$ cat src/spio_pkg.sv
/*
  Shared constants and types for the sequencer playback and port unit.
  Assumes a single 100 MHz clock; every other rate is derived from it.
*/
`default_nettype none
package spio_pkg;

  localparam int WORD_W = 32;
  localparam int CLK_MHZ = 100;
  localparam int PORT_RATE_MHZ = 50;
  localparam int PACE_CYCLES = (CLK_MHZ + PORT_RATE_MHZ - 1) / PORT_RATE_MHZ;
  localparam logic [33:0] DELAY_OVERHEAD = 34'h000000003;
  localparam int TRIG_OUT_N = 4;
  localparam int TRIG_IN_N = 8;
  localparam int FRAC_BITS = 16;

  // Field positions inside the second instruction operand.
  localparam int ARG_COUNT_LSB = 0;
  localparam int ARG_RATE_LSB = 4;
  localparam int ARG_RATE_GIVEN = 8;
  localparam int ARG_ADDR_LSB = 0;
  localparam int ARG_DEV_LSB = 16;

  localparam logic [31:0] RST_WORD = 32'h00000000;
  localparam logic [7:0] SELF_DEVICE = 8'h00;
  localparam logic [3:0] MAX_WAVES = 4'h8;

  localparam logic [1:0] SLOPE_RISE = 2'h1;
  localparam logic [1:0] SLOPE_FALL = 2'h2;
  localparam logic [1:0] SLOPE_BOTH = 2'h3;

  typedef enum logic [3:0] {
    OP_NOP, OP_PORT_WRITE, OP_PORT_READ, OP_PORT_LATCHED_READ, OP_TRIG_OUT, OP_DELAY,
    OP_STROBE_WAIT, OP_TRIG_IN_READ, OP_INDEX_SET, OP_INDEX_ALIAS, OP_PLAY_DONE_WAIT,
    OP_PLAY, OP_SYNC, OP_NODE_INT, OP_NODE_FLOAT, OP_NODE_FLOAT_SCALED
  } spio_op_t;

endpackage : spio_pkg
`default_nettype wire

$ cat src/spio_strobe_if.sv
/*
  Carrier between the executer and its port strobe detector.
  Assumes both ends run on the same clock.
*/
`timescale 1ns/10ps
`default_nettype none
interface spio_strobe_if;
  logic [31:0] port_word;
  logic [4:0] strobe_idx;
  logic [1:0] strobe_slope;
  logic strobe_event;
  logic [31:0] latched_word;

  modport detector (input port_word, input strobe_idx, input strobe_slope,
                    output strobe_event, output latched_word);
  modport user (output port_word, output strobe_idx, output strobe_slope,
                input strobe_event, input latched_word);
endinterface : spio_strobe_if
`default_nettype wire

$ cat src/spio_pace.sv
/*
  Divider giving a one-cycle enable at the parallel port update rate.
  Assumes the 100 MHz system clock.
*/
`timescale 1ns/10ps
`default_nettype none
module spio_pace
  import spio_pkg::*;
(
  input wire logic clk,
  input wire logic rstn,
  output logic tick
);
  logic [3:0] cnt;
  logic [3:0] next_cnt;
  logic next_tick;

  always_comb begin
    next_tick = (cnt == 4'(PACE_CYCLES - 1));
    next_cnt = next_tick ? 4'h0 : cnt + 4'h1;
  end

  always_ff @(posedge clk or negedge rstn) begin
    if (!rstn) begin
      cnt <= 4'h0;
      tick <= 1'b0;
    end else begin
      cnt <= next_cnt;
      tick <= next_tick;
    end
  end
endmodule : spio_pace
`default_nettype wire

$ cat src/spio_strobe.sv
/*
  Port strobe detector: finds the configured edge on the configured port bit
  and latches the whole port word at that moment.
  Assumes the port word is already synchronous to clk.
*/
`timescale 1ns/10ps
`default_nettype none
module spio_strobe
  import spio_pkg::*;
(
  input wire logic clk,
  input wire logic rstn,
  spio_strobe_if.detector sif
);
  logic prev_bit;
  logic next_prev_bit;
  logic [31:0] next_latched;
  logic next_event;
  logic cur_bit;

  always_comb begin
    cur_bit = sif.port_word[sif.strobe_idx];
    next_prev_bit = cur_bit;
    next_event = 1'b0;
    case (sif.strobe_slope)
      SLOPE_RISE: next_event = cur_bit && !prev_bit;
      SLOPE_FALL: next_event = !cur_bit && prev_bit;
      SLOPE_BOTH: next_event = cur_bit != prev_bit;
      default: next_event = 1'b0;
    endcase
    next_latched = next_event ? sif.port_word : sif.latched_word;
  end

  always_ff @(posedge clk or negedge rstn) begin
    if (!rstn) begin
      prev_bit <= 1'b0;
      sif.strobe_event <= 1'b0;
      sif.latched_word <= RST_WORD;
    end else begin
      prev_bit <= next_prev_bit;
      sif.strobe_event <= next_event;
      sif.latched_word <= next_latched;
    end
  end
endmodule : spio_strobe
`default_nettype wire

$ cat src/spio_exec.sv
/*
  Instruction executer of the waveform sequencer: port, trigger, delay, wait,
  index, playback queue, sync and node write instructions.
  Assumes instructions arrive in program order on a valid/ready port, and that
  the waveform engine, sync partner and node bus answer with their own pulses.
*/
// Behaviour
// - port write drives full 32-bit word
// - port updates paced at 50 MHz
// - port read returns live 32-bit word
// - latched read returns word at strobe
// - trigger write sets four lines together
// - delay stalls operand clock cycles
// - delay adds three cycle overhead
// - strobe wait on configured bit, edge
// - trigger read returns selected input 1-8
// - index set and alias load stream index
// - playback wait until playback finished
// - play queued, starts gaplessly after previous
// - no channels given maps by count
// - missing rate uses default rate
// - sync point with linked instruments
// - node write, empty device means self
// - scaled float write multiplies before commit
`timescale 1ns/10ps
`default_nettype none
module spio_exec
  import spio_pkg::*;
(
  input wire logic clk,
  input wire logic rstn,
  input wire logic instr_valid,
  output logic instr_ready,
  input wire spio_op_t instr_op,
  input wire logic [31:0] instr_value,
  input wire logic [31:0] instr_arg,
  input wire logic [31:0] instr_scale,
  input wire logic [7:0] instr_sel,
  output logic result_valid,
  output logic [31:0] result_data,
  input wire logic [31:0] port_in,
  output logic [31:0] port_out,
  output logic port_oe_n,
  input wire logic cfg_port_drive,
  input wire logic [4:0] cfg_strobe_idx,
  input wire logic [1:0] cfg_strobe_slope,
  output logic [3:0] trig_out,
  input wire logic [7:0] trig_in,
  input wire logic [7:0] trig_alt,
  input wire logic [7:0] cfg_trig_src,
  output logic [31:0] stream_index,
  input wire logic [3:0] default_sample_rate,
  output logic play_start,
  output logic [15:0] play_wave_id,
  output logic [7:0] play_channels,
  output logic [3:0] play_rate,
  input wire logic wave_done,
  input wire logic cfg_sync_linked,
  output logic sync_req,
  input wire logic sync_ack,
  input wire logic [7:0] self_device,
  output logic node_wr_valid,
  input wire logic node_wr_ready,
  output logic [7:0] node_dev,
  output logic [15:0] node_addr,
  output logic [31:0] node_data
);

  typedef enum logic [2:0] {
    ST_IDLE, ST_DELAY, ST_PORT_WR, ST_STROBE, ST_PLAY_Q, ST_PLAY_WAIT, ST_SYNC, ST_NODE
  } spio_state_t;

  ////////////////////////////////////////////////////////////////////////////////
  // Helpers.

  spio_strobe_if sif ();
  logic pace_tick;

  spio_pace u_pace (
    .clk(clk),
    .rstn(rstn),
    .tick(pace_tick)
  );

  spio_strobe u_strobe (
    .clk(clk),
    .rstn(rstn),
    .sif(sif)
  );

  assign sif.port_word = port_in;
  assign sif.strobe_idx = cfg_strobe_idx;
  assign sif.strobe_slope = cfg_strobe_slope;

  ////////////////////////////////////////////////////////////////////////////////
  // Sequencer state.

  spio_state_t state, next_state;
  logic [33:0] cnt, next_cnt;
  logic [31:0] hold, next_hold;
  logic [7:0] hold_chan, next_hold_chan;
  logic [3:0] hold_rate, next_hold_rate;
  logic next_ready, next_result_valid;
  logic [31:0] next_result_data, next_port_out, next_stream_index;
  logic [3:0] next_trig_out;
  logic next_sync_req, next_node_wr_valid;
  logic [7:0] next_node_dev;
  logic [15:0] next_node_addr;
  logic [31:0] next_node_data;
  logic [7:0] play_chan_req;
  logic [3:0] play_rate_req, wave_count;
  logic [63:0] scaled;
  logic [3:0] trig_idx;
  logic accept, queue_free;

  // Playback queue: one pending entry behind the waveform that is playing.
  logic pend, next_pend, playing, next_playing;
  logic [15:0] pend_wave, next_pend_wave;
  logic [7:0] pend_chan, next_pend_chan;
  logic [3:0] pend_rate, next_pend_rate;
  logic launch, enq;
  logic next_play_start;
  logic [15:0] next_play_wave_id;
  logic [7:0] next_play_channels;
  logic [3:0] next_play_rate;

  always_comb begin
    accept = instr_valid && instr_ready;
    wave_count = instr_arg[ARG_COUNT_LSB +: 4];
    if (wave_count == 4'h0) begin
      wave_count = 4'h1;
    end else if (wave_count > MAX_WAVES) begin
      wave_count = MAX_WAVES;
    end
    // With no explicit channels, the lowest channels are filled in order.
    play_chan_req = (instr_sel != 8'h00) ? instr_sel : 8'((9'h001 << wave_count) - 9'h001);
    play_rate_req = instr_arg[ARG_RATE_GIVEN] ? instr_arg[ARG_RATE_LSB +: 4] : default_sample_rate;
    scaled = 64'($signed(instr_value) * $signed(instr_scale));
    trig_idx = instr_sel[3:0] - 4'h1;
    queue_free = !pend || launch;
  end

  always_comb begin
    next_state = state;
    next_cnt = cnt;
    next_hold = hold;
    next_hold_chan = hold_chan;
    next_hold_rate = hold_rate;
    next_result_valid = 1'b0;
    next_result_data = result_data;
    next_port_out = port_out;
    next_trig_out = trig_out;
    next_stream_index = stream_index;
    next_sync_req = sync_req;
    next_node_wr_valid = node_wr_valid;
    next_node_dev = node_dev;
    next_node_addr = node_addr;
    next_node_data = node_data;
    enq = 1'b0;
    case (state)
      ST_IDLE: begin
        if (accept) begin
          case (instr_op)
            OP_PORT_WRITE: begin
              next_hold = instr_value;
              next_state = ST_PORT_WR;
            end
            OP_PORT_READ: begin
              next_result_data = port_in;
              next_result_valid = 1'b1;
            end
            OP_PORT_LATCHED_READ: begin
              next_result_data = sif.latched_word;
              next_result_valid = 1'b1;
            end
            OP_TRIG_OUT: next_trig_out = instr_value[TRIG_OUT_N-1:0];
            OP_DELAY: begin
              // Busy for operand plus two cycles; the accept cycle makes the third.
              next_cnt = {2'b00, instr_value} + DELAY_OVERHEAD - 34'h000000001;
              next_state = ST_DELAY;
            end
            OP_STROBE_WAIT: next_state = ST_STROBE;
            OP_TRIG_IN_READ: begin
              next_result_valid = 1'b1;
              next_result_data = RST_WORD;
              if (instr_sel >= 8'h01 && instr_sel <= 8'(TRIG_IN_N)) begin
                next_result_data[0] = cfg_trig_src[trig_idx[2:0]] ? trig_alt[trig_idx[2:0]]
                                                                  : trig_in[trig_idx[2:0]];
              end
            end
            OP_INDEX_SET, OP_INDEX_ALIAS: next_stream_index = instr_value;
            OP_PLAY_DONE_WAIT: next_state = ST_PLAY_WAIT;
            OP_PLAY: begin
              next_hold = {16'h0000, instr_value[15:0]};
              next_hold_chan = play_chan_req;
              next_hold_rate = play_rate_req;
              if (queue_free) begin
                enq = 1'b1;
              end else begin
                next_state = ST_PLAY_Q;
              end
            end
            OP_SYNC: begin
              // Without linked instruments the sync point is a no-op.
              if (cfg_sync_linked) begin
                next_sync_req = 1'b1;
                next_state = ST_SYNC;
              end
            end
            OP_NODE_INT, OP_NODE_FLOAT, OP_NODE_FLOAT_SCALED: begin
              next_node_addr = instr_arg[ARG_ADDR_LSB +: 16];
              next_node_dev = (instr_arg[ARG_DEV_LSB +: 8] == SELF_DEVICE) ? self_device
                                                                           : instr_arg[ARG_DEV_LSB +: 8];
              next_node_data = (instr_op == OP_NODE_FLOAT_SCALED) ? scaled[FRAC_BITS +: 32] : instr_value;
              next_node_wr_valid = 1'b1;
              next_state = ST_NODE;
            end
            default: next_state = ST_IDLE;
          endcase
        end
      end
      ST_DELAY: begin
        next_cnt = cnt - 34'h000000001;
        if (cnt == 34'h000000001) begin
          next_state = ST_IDLE;
        end
      end
      ST_PORT_WR: begin
        // Waiting for the pace tick keeps writes at the port's own rate.
        if (pace_tick) begin
          next_port_out = hold;
          next_state = ST_IDLE;
        end
      end
      ST_STROBE: begin
        if (sif.strobe_event) begin
          next_state = ST_IDLE;
        end
      end
      ST_PLAY_Q: begin
        if (queue_free) begin
          enq = 1'b1;
          next_state = ST_IDLE;
        end
      end
      ST_PLAY_WAIT: begin
        if (!pend && (!playing || wave_done)) begin
          next_state = ST_IDLE;
        end
      end
      ST_SYNC: begin
        if (sync_ack) begin
          next_sync_req = 1'b0;
          next_state = ST_IDLE;
        end
      end
      ST_NODE: begin
        if (node_wr_ready) begin
          next_node_wr_valid = 1'b0;
          next_state = ST_IDLE;
        end
      end
      default: next_state = ST_IDLE;
    endcase
    next_ready = (next_state == ST_IDLE);
  end

  always_ff @(posedge clk or negedge rstn) begin
    if (!rstn) begin
      state <= ST_IDLE;
      cnt <= 34'h000000000;
      hold <= RST_WORD;
      hold_chan <= 8'h00;
      hold_rate <= 4'h0;
      instr_ready <= 1'b0;
      result_valid <= 1'b0;
      result_data <= RST_WORD;
      port_out <= RST_WORD;
      trig_out <= 4'h0;
      stream_index <= RST_WORD;
      sync_req <= 1'b0;
      node_wr_valid <= 1'b0;
      node_dev <= 8'h00;
      node_addr <= 16'h0000;
      node_data <= RST_WORD;
    end else begin
      state <= next_state;
      cnt <= next_cnt;
      hold <= next_hold;
      hold_chan <= next_hold_chan;
      hold_rate <= next_hold_rate;
      instr_ready <= next_ready;
      result_valid <= next_result_valid;
      result_data <= next_result_data;
      port_out <= next_port_out;
      trig_out <= next_trig_out;
      stream_index <= next_stream_index;
      sync_req <= next_sync_req;
      node_wr_valid <= next_node_wr_valid;
      node_dev <= next_node_dev;
      node_addr <= next_node_addr;
      node_data <= next_node_data;
    end
  end

  ////////////////////////////////////////////////////////////////////////////////
  // Playback queue and launcher.

  always_comb begin
    // Launching in the same cycle as the done pulse leaves no gap between waveforms.
    launch = pend && (!playing || wave_done);
    next_pend = pend;
    next_pend_wave = pend_wave;
    next_pend_chan = pend_chan;
    next_pend_rate = pend_rate;
    if (launch) begin
      next_pend = 1'b0;
    end
    if (enq) begin
      next_pend = 1'b1;
      next_pend_wave = (state == ST_IDLE) ? instr_value[15:0] : hold[15:0];
      next_pend_chan = (state == ST_IDLE) ? play_chan_req : hold_chan;
      next_pend_rate = (state == ST_IDLE) ? play_rate_req : hold_rate;
    end
    next_playing = launch ? 1'b1 : (wave_done ? 1'b0 : playing);
    next_play_start = launch;
    next_play_wave_id = launch ? pend_wave : play_wave_id;
    next_play_channels = launch ? pend_chan : play_channels;
    next_play_rate = launch ? pend_rate : play_rate;
  end

  always_ff @(posedge clk or negedge rstn) begin
    if (!rstn) begin
      pend <= 1'b0;
      pend_wave <= 16'h0000;
      pend_chan <= 8'h00;
      pend_rate <= 4'h0;
      playing <= 1'b0;
      play_start <= 1'b0;
      play_wave_id <= 16'h0000;
      play_channels <= 8'h00;
      play_rate <= 4'h0;
      port_oe_n <= 1'b1;
    end else begin
      pend <= next_pend;
      pend_wave <= next_pend_wave;
      pend_chan <= next_pend_chan;
      pend_rate <= next_pend_rate;
      playing <= next_playing;
      play_start <= next_play_start;
      play_wave_id <= next_play_wave_id;
      play_channels <= next_play_channels;
      play_rate <= next_play_rate;
      port_oe_n <= !cfg_port_drive;
    end
  end

endmodule : spio_exec
`default_nettype wire

$ cat config.mk
export PLATFORM = sky130hd
export DESIGN_NAME = spio_exec
export DESIGN_NICKNAME = d
export VERILOG_FILES = /design/src/spio_pkg.sv /design/src/spio_strobe_if.sv /design/src/spio_pace.sv /design/src/spio_strobe.sv /design/src/spio_exec.sv
export SDC_FILE = /design/constraint.sdc
export NUM_CORES = 2
export LEC_CHECK = 0
export ABC_AREA = 1
export ABC_CLOCK_PERIOD_IN_PS = 2190
export BUFFER_PORTS_ARGS = -buffer_cell sky130_fd_sc_hd__buf_2
export CORE_AREA = 2 2 397 399
export CTS_CLUSTER_SIZE = 30
export DETAILED_ROUTE_END_ITERATION = 7
export DIE_AREA = 0 0 399 401
export PLACE_DENSITY = 0.5
export SYNTH_ARGS = -nofsm -noshare
export SYNTH_HDL_FRONTEND = slang
export SYNTH_SLANG_ARGS = --single-unit
$ cat constraint.sdc
create_clock -name clk -period 2.19 [get_ports clk]
set_input_delay 0.219 -clock clk [delete_from_list [all_inputs] [get_ports clk]]
set_output_delay 0.219 -clock clk [all_outputs]
set_load 0.005 [all_outputs]
# ---- Word level (Yosys, flattened, before mapping)
# Cells that the tools add are included.
dict set report op_classes {
  add_sub_neg 6
  mul 1
  n_lt_le_gt_ge 5
  n_eq_ne 35
  shifts 1
  muxes 58
  n_reduce_logical 39
}
# operator count
set ops {}
lappend ops {{$pmux W32 S3} 1}
lappend ops {{$mux W34} 2}
lappend ops {{$pmux W34 S2} 1}
lappend ops {{$pmux W32 S2} 1}
lappend ops {{$mul A32 B32 Y48} 1}
lappend ops {{$pmux W3 S8} 2}
lappend ops {{$eq A34 B1 Y1 const B} 1}
lappend ops {{$sub A33 B1 Y34 const B} 1}
lappend ops {{$sub A34 B1 Y34 const B} 1}
lappend ops {{$add A32 B2 Y33 const B} 1}
lappend ops {{$eq A4 B4 Y1 const B} 8}
lappend ops {{$mux W32} 1}
lappend ops {{$mux W3} 10}
lappend ops {{$mux W8} 3}
lappend ops {{$mux W1} 23}
lappend ops {{$reduce_and A3 Y1} 7}
lappend ops {{$mux W4} 5}
lappend ops {{$eq A4 B3 Y1 const B} 4}
lappend ops {{$mux W16} 1}
lappend ops {{$eq A3 B3 Y1 const B} 4}
lappend ops {{$reduce_bool A2 Y1} 6}
lappend ops {{$bmux W1 S3} 3}
lappend ops {{$eq A4 B1 Y1 const B} 2}
lappend ops {{$eq A4 B2 Y1 const B} 2}
lappend ops {{other kinds (33)} 54}
dict set report totals {
  regBits 340
  in_bits 191
  output_inout_bits 190
  wordCells 176
}

# ---- Longest topological paths before layout
dict set report logic_depth {
  ltp_word 9
  mapped_depth 35
  depth_no_buf 33
}

# ---- Hierarchy
# Synthesis repeated with hierarchy kept, for this count alone.
dict set report unflattened {
  hier_cells 5947
  area_unflattened_um2 46955.0
}
# mod n_inst cells_per_inst area_each_um2 seq_area_each_um2
set by_module_without_submodules {}
lappend by_module_without_submodules {spio_exec 1 5697 45024.4 7533.5}
lappend by_module_without_submodules {spio_strobe 1 228 1730.4 850.8}
lappend by_module_without_submodules {spio_pace 1 22 200.2 125.1}

# ---- Worst setup path after synthesis
# No wires, ideal clock.
dict set report synth_path {
  path_kind {input -> register}
  from {input port instr_value[19]}
  to {register node_data[28]}
  setup_time_ns 0.117
  arrival_ns 6.550
  required_time_ns 2.073
  setup_slack_ns -4.477
  path_stages 29
  n_path_buf 3
  cell_sequence {clkbuf_1 clkbuf_1 buf_1 nand2_1 inv_1 fa_1 fa_1 inv_1 fa_1 fa_1 inv_1 fa_1 fa_1 fa_1 inv_1 fa_1 inv_1 ha_1 a21oi_1 nor2_1 nor2_1 a21boi_0 nor2_1 nor4_1 nand2_1 nand2_1 nand3_1 nand2_1 nand2_1}
}
dict set report synth_via {
  elab_chain_cells 2
}
# element line
set synth_rtl {}
lappend synth_rtl {{start: declaration} spio_exec.sv:35} ;# input wire logic [31:0] instr_value,
lappend synth_rtl {{$mul A32 B32 Y48} spio_exec.sv:138} ;# scaled = 64'($signed(instr_value) * $signed(instr_scale));
lappend synth_rtl {{$mux W32} spio_exec.sv:214} ;# next_node_data = (instr_op == OP_NODE_FLOAT_SCALED) ? scaled[FRAC_BITS +: 32] : instr_value;
lappend synth_rtl {{end signal: assignment} spio_exec.sv:302} ;# node_data <= next_node_data;
lappend synth_rtl {{end: declaration} spio_exec.sv:66} ;# output logic [31:0] node_data
# Every way passes these cells.
# A chain may end at the register's enable or synchronous reset.

# ---- Worst setup path in the final report
dict set report layout_path {
  from {input port instr_scale[11]}
  to {register node_data[31]}
}
dict set report layout_via {
  elab_chain_cells 2
}
# element line
set layout_rtl {}
lappend layout_rtl {{start: declaration} spio_exec.sv:37} ;# input wire logic [31:0] instr_scale,
lappend layout_rtl {{$mul A32 B32 Y48} spio_exec.sv:138}
lappend layout_rtl {{$mux W32} spio_exec.sv:214}
# Every way passes these cells.

==> impl_results.md <==
- Mux share of post-synthesis cell area: 0.993%
- Adder-Cell Fraction of Synth Area: 40.7%
- Fin area: 61800 sq um
- Largest net degree at the start of global routing: 72
- Clock skew: 0.0179 ns
- Worst-path fanout max: 6
- Crit path DAT: 6.55 ns
- Most common cell after layout, fill and taps aside: nand2_1
- RR Startpoint: state[1]
- Initial antenna violation count: 9
- Post-layout nets: 7868
- GPL Wtd Cong: 0.904
- Crit. End Element: flip-flop
- Number of synthesized register bits: 340
- Via/cell ratio: 4.58
- Core footprint: 156000 sq um
- Fin crit share: 278%
- Final Hold Vio Count: 0
- Routed Antenna Nets: 0
- Layout area overhead: 32.9%
- Drc violations: 0
- EDFF count, synth: 0
- Slew HR: 48.8%
- Starting density of the core: 29.9%
- WL final: 171000 um
- RSZ-0062 raised after global routing: yes
- Most frequent cells in the layout: nand2_1, inv_1, fa_1
- Synth Area in Compound Gates: 7.30%
- Yosys warns: 0
- R2r setup slk: 0.11 ns
- Die X: 399 um
- Rows: 145
- Grt total ovfl: 0
- CTS clk-pin slew, worst paths: 0.06 ns
- Unique masters post-synth: 64
- Drt pass-1 iters: 6
- Critical path type: primary input to flip-flop
- Clock buffer depth: 3
- Dpl hpwl: 133000 um
- Avg WL per Cell: 19.5 um
- Fmax: 164 MHz
- Data required, critical path: 2.65 ns
- Root Driver: clkbuf_16
- Die Height: 401 um
- Largest family of logic cells by synthesized area: adder cells
- Total CTS buffers: 39
- Synth Area in Simple Gates: 17.3%
- Run status: finished with violations
- I/O Pins: 381
- First-pass GRT wire length: 255000 um
- Die ar.: 160000 sq um
- Hold EP: node_addr[2]
- Main synth FF type: dfrtp_1
- Max Slew Vio Count: 0
- Worst slew pin tran: 0.766 ns
- Worst setup SP type: primary input
- Final min period: 6.09 ns
- Failing checks: negative setup slack
- Total GRT Usage: 20.7%
- Path depth of the worst reg2reg path: 11
- Post-synth net total: 7021
- Register area share after synthesis: 18.3%
- Worst Hold Launch: instr_arg[2]
- Post-Synth XOR/XNOR Area: 0.904%
- # port buffers: 372
- Worst r2r dst: node_wr_valid
- Fraction of layout cells with a size suffix above 1: 25.9%
- Post-Synthesis Cells: 5820
- Hold path cells: 3
- Max stage delay on crit path: 0.55 ns
- Syn_area_per_cell: 7.99 sq um
- Asr flop ratio synth: 100%
- Cell area after synthesis: 46500 sq um
- HP Class: primary input to flip-flop
- H-tree depth: 2
- Clk_lat worst skew: 0.57 ns
- Routed vias: 40.0k
- Critical path's slowest cell: fa_2
- 1st-iter DRT viols: 2476
- Final worst slack: -3.90 ns
- TritonCTS clock tree: done
- MaxCap Viol Count: 0
- Pre-CTS setup slack: -4.88 ns
- Clock sinks: 340
- Placed cell area: 55900 sq um
- Number of global-route vias before repair: 42.0k
- Setup-failing EPs final: 32
worst max-delay path by stage:
stage,start,end,slack [ns],depth (start not counted)
5_1_grt,instr_value[13],node_data[31],-4.06,30
6_report,instr_scale[11],node_data[31],-3.90,31
2_1_floorplan,instr_value[31],node_data[28],-3.98,28
3_3_place_gp,instr_value[9],node_data[23],-4.83,30
4_1_cts,instr_scale[7],node_data[23],-3.83,28
3_5_place_dp,instr_value[9],node_data[23],-4.88,30
sequential cells by signal (all words and copies together), names as in the netlist, 16 cells and up:
register	count
cnt	34
hold	32
node_data	32
port_out	32
result_data	32
stream_index	32
u_strobe.sif.latched_word	32
node_addr	16
pend_wave	16
play_wave_id	16
layer usage:
| metal | track usage, % | vias to the layer above | wire, um |
|---|---|---|---|
| met5 | 0 | - | 74 |
| met4 | 3.43 | 12 | 3500 |
| met3 | 2.72 | 165 | 9490 |
| met2 | 34.7 | 997 | 80900 |
| met1 | 28.9 | 20100 | 76900 |
| li1 | - | 18800 | - |
area by class of cell:
type | instances | area [sq um]
clock buffers | 53 | 1110
repair buffers | 1095 | 9860
diodes | 3 | 7.51
flip-flops and latches | 340 | 8510
inverters | 1475 | 5580
multi-input cells | 3716 | 34000
fillers | 15800 | 93900
clock inverters | 12 | 185
well taps | 2058 | 2570
stage by stage:
stage               hold slack [ns]  instances  TNS (ns)  util [%]
floorplan                   -0.0766       5820   -119.05         -
global placement              0.157       8523   -170.40      35.9
detailed placement            0.155       8523   -170.75      35.9
CTS                         0.00507       8694   -117.10      38.4
global route                 0.0295       8751   -124.06      39.7
finish                       0.0234       8752   -118.51      39.7
worst max-delay path: cells and delay by family:
kind                       cells  cell delay, ns
buffers and inverters         12            1.04
and+or+nand+nor               10            1.03
adders and majority gates      9            4.25
cells by family after synthesis:
logic type,Yosys count
multiplexers,41
AO/OA/AOI/OAI,606
other,1
adder cells (fa/ha/maj),1010
XOR/XNOR,48
buffers and inverters,1764
AND/OR/NAND/NOR,2010
flip-flops,340
Yosys cell counts (all sizes together) (41+ instances only):
master,count,share of area (%)
o211ai,51,0.82
nand2,1538,12
ha,172,4.6
xor2,41,0.77
fa,838,36
nor2,247,2.2
dfrtp,339,18
nor3,44,0.53
clkbuf,195,1.6
nand3,129,1.4
o21ai,303,3.3
inv,1473,12
a21oi,140,1.5
mux2,41,0.99
buf,94,0.92
what timing repair did:
action | in CTS | in global routing
cloned | 15 | 16
gates resized for setup | 359 | 386
hold buffers | 53 | 0
buffers inserted | 40 | 49
endpoints found under the hold margin | 196 | 0
endpoints found under the setup margin | 33 | 81
pin swaps | 153 | 237
Power is left out: the tool's default activity adds up to more than one toggle a clock period on the data nets, which glitch-free logic cannot reach.
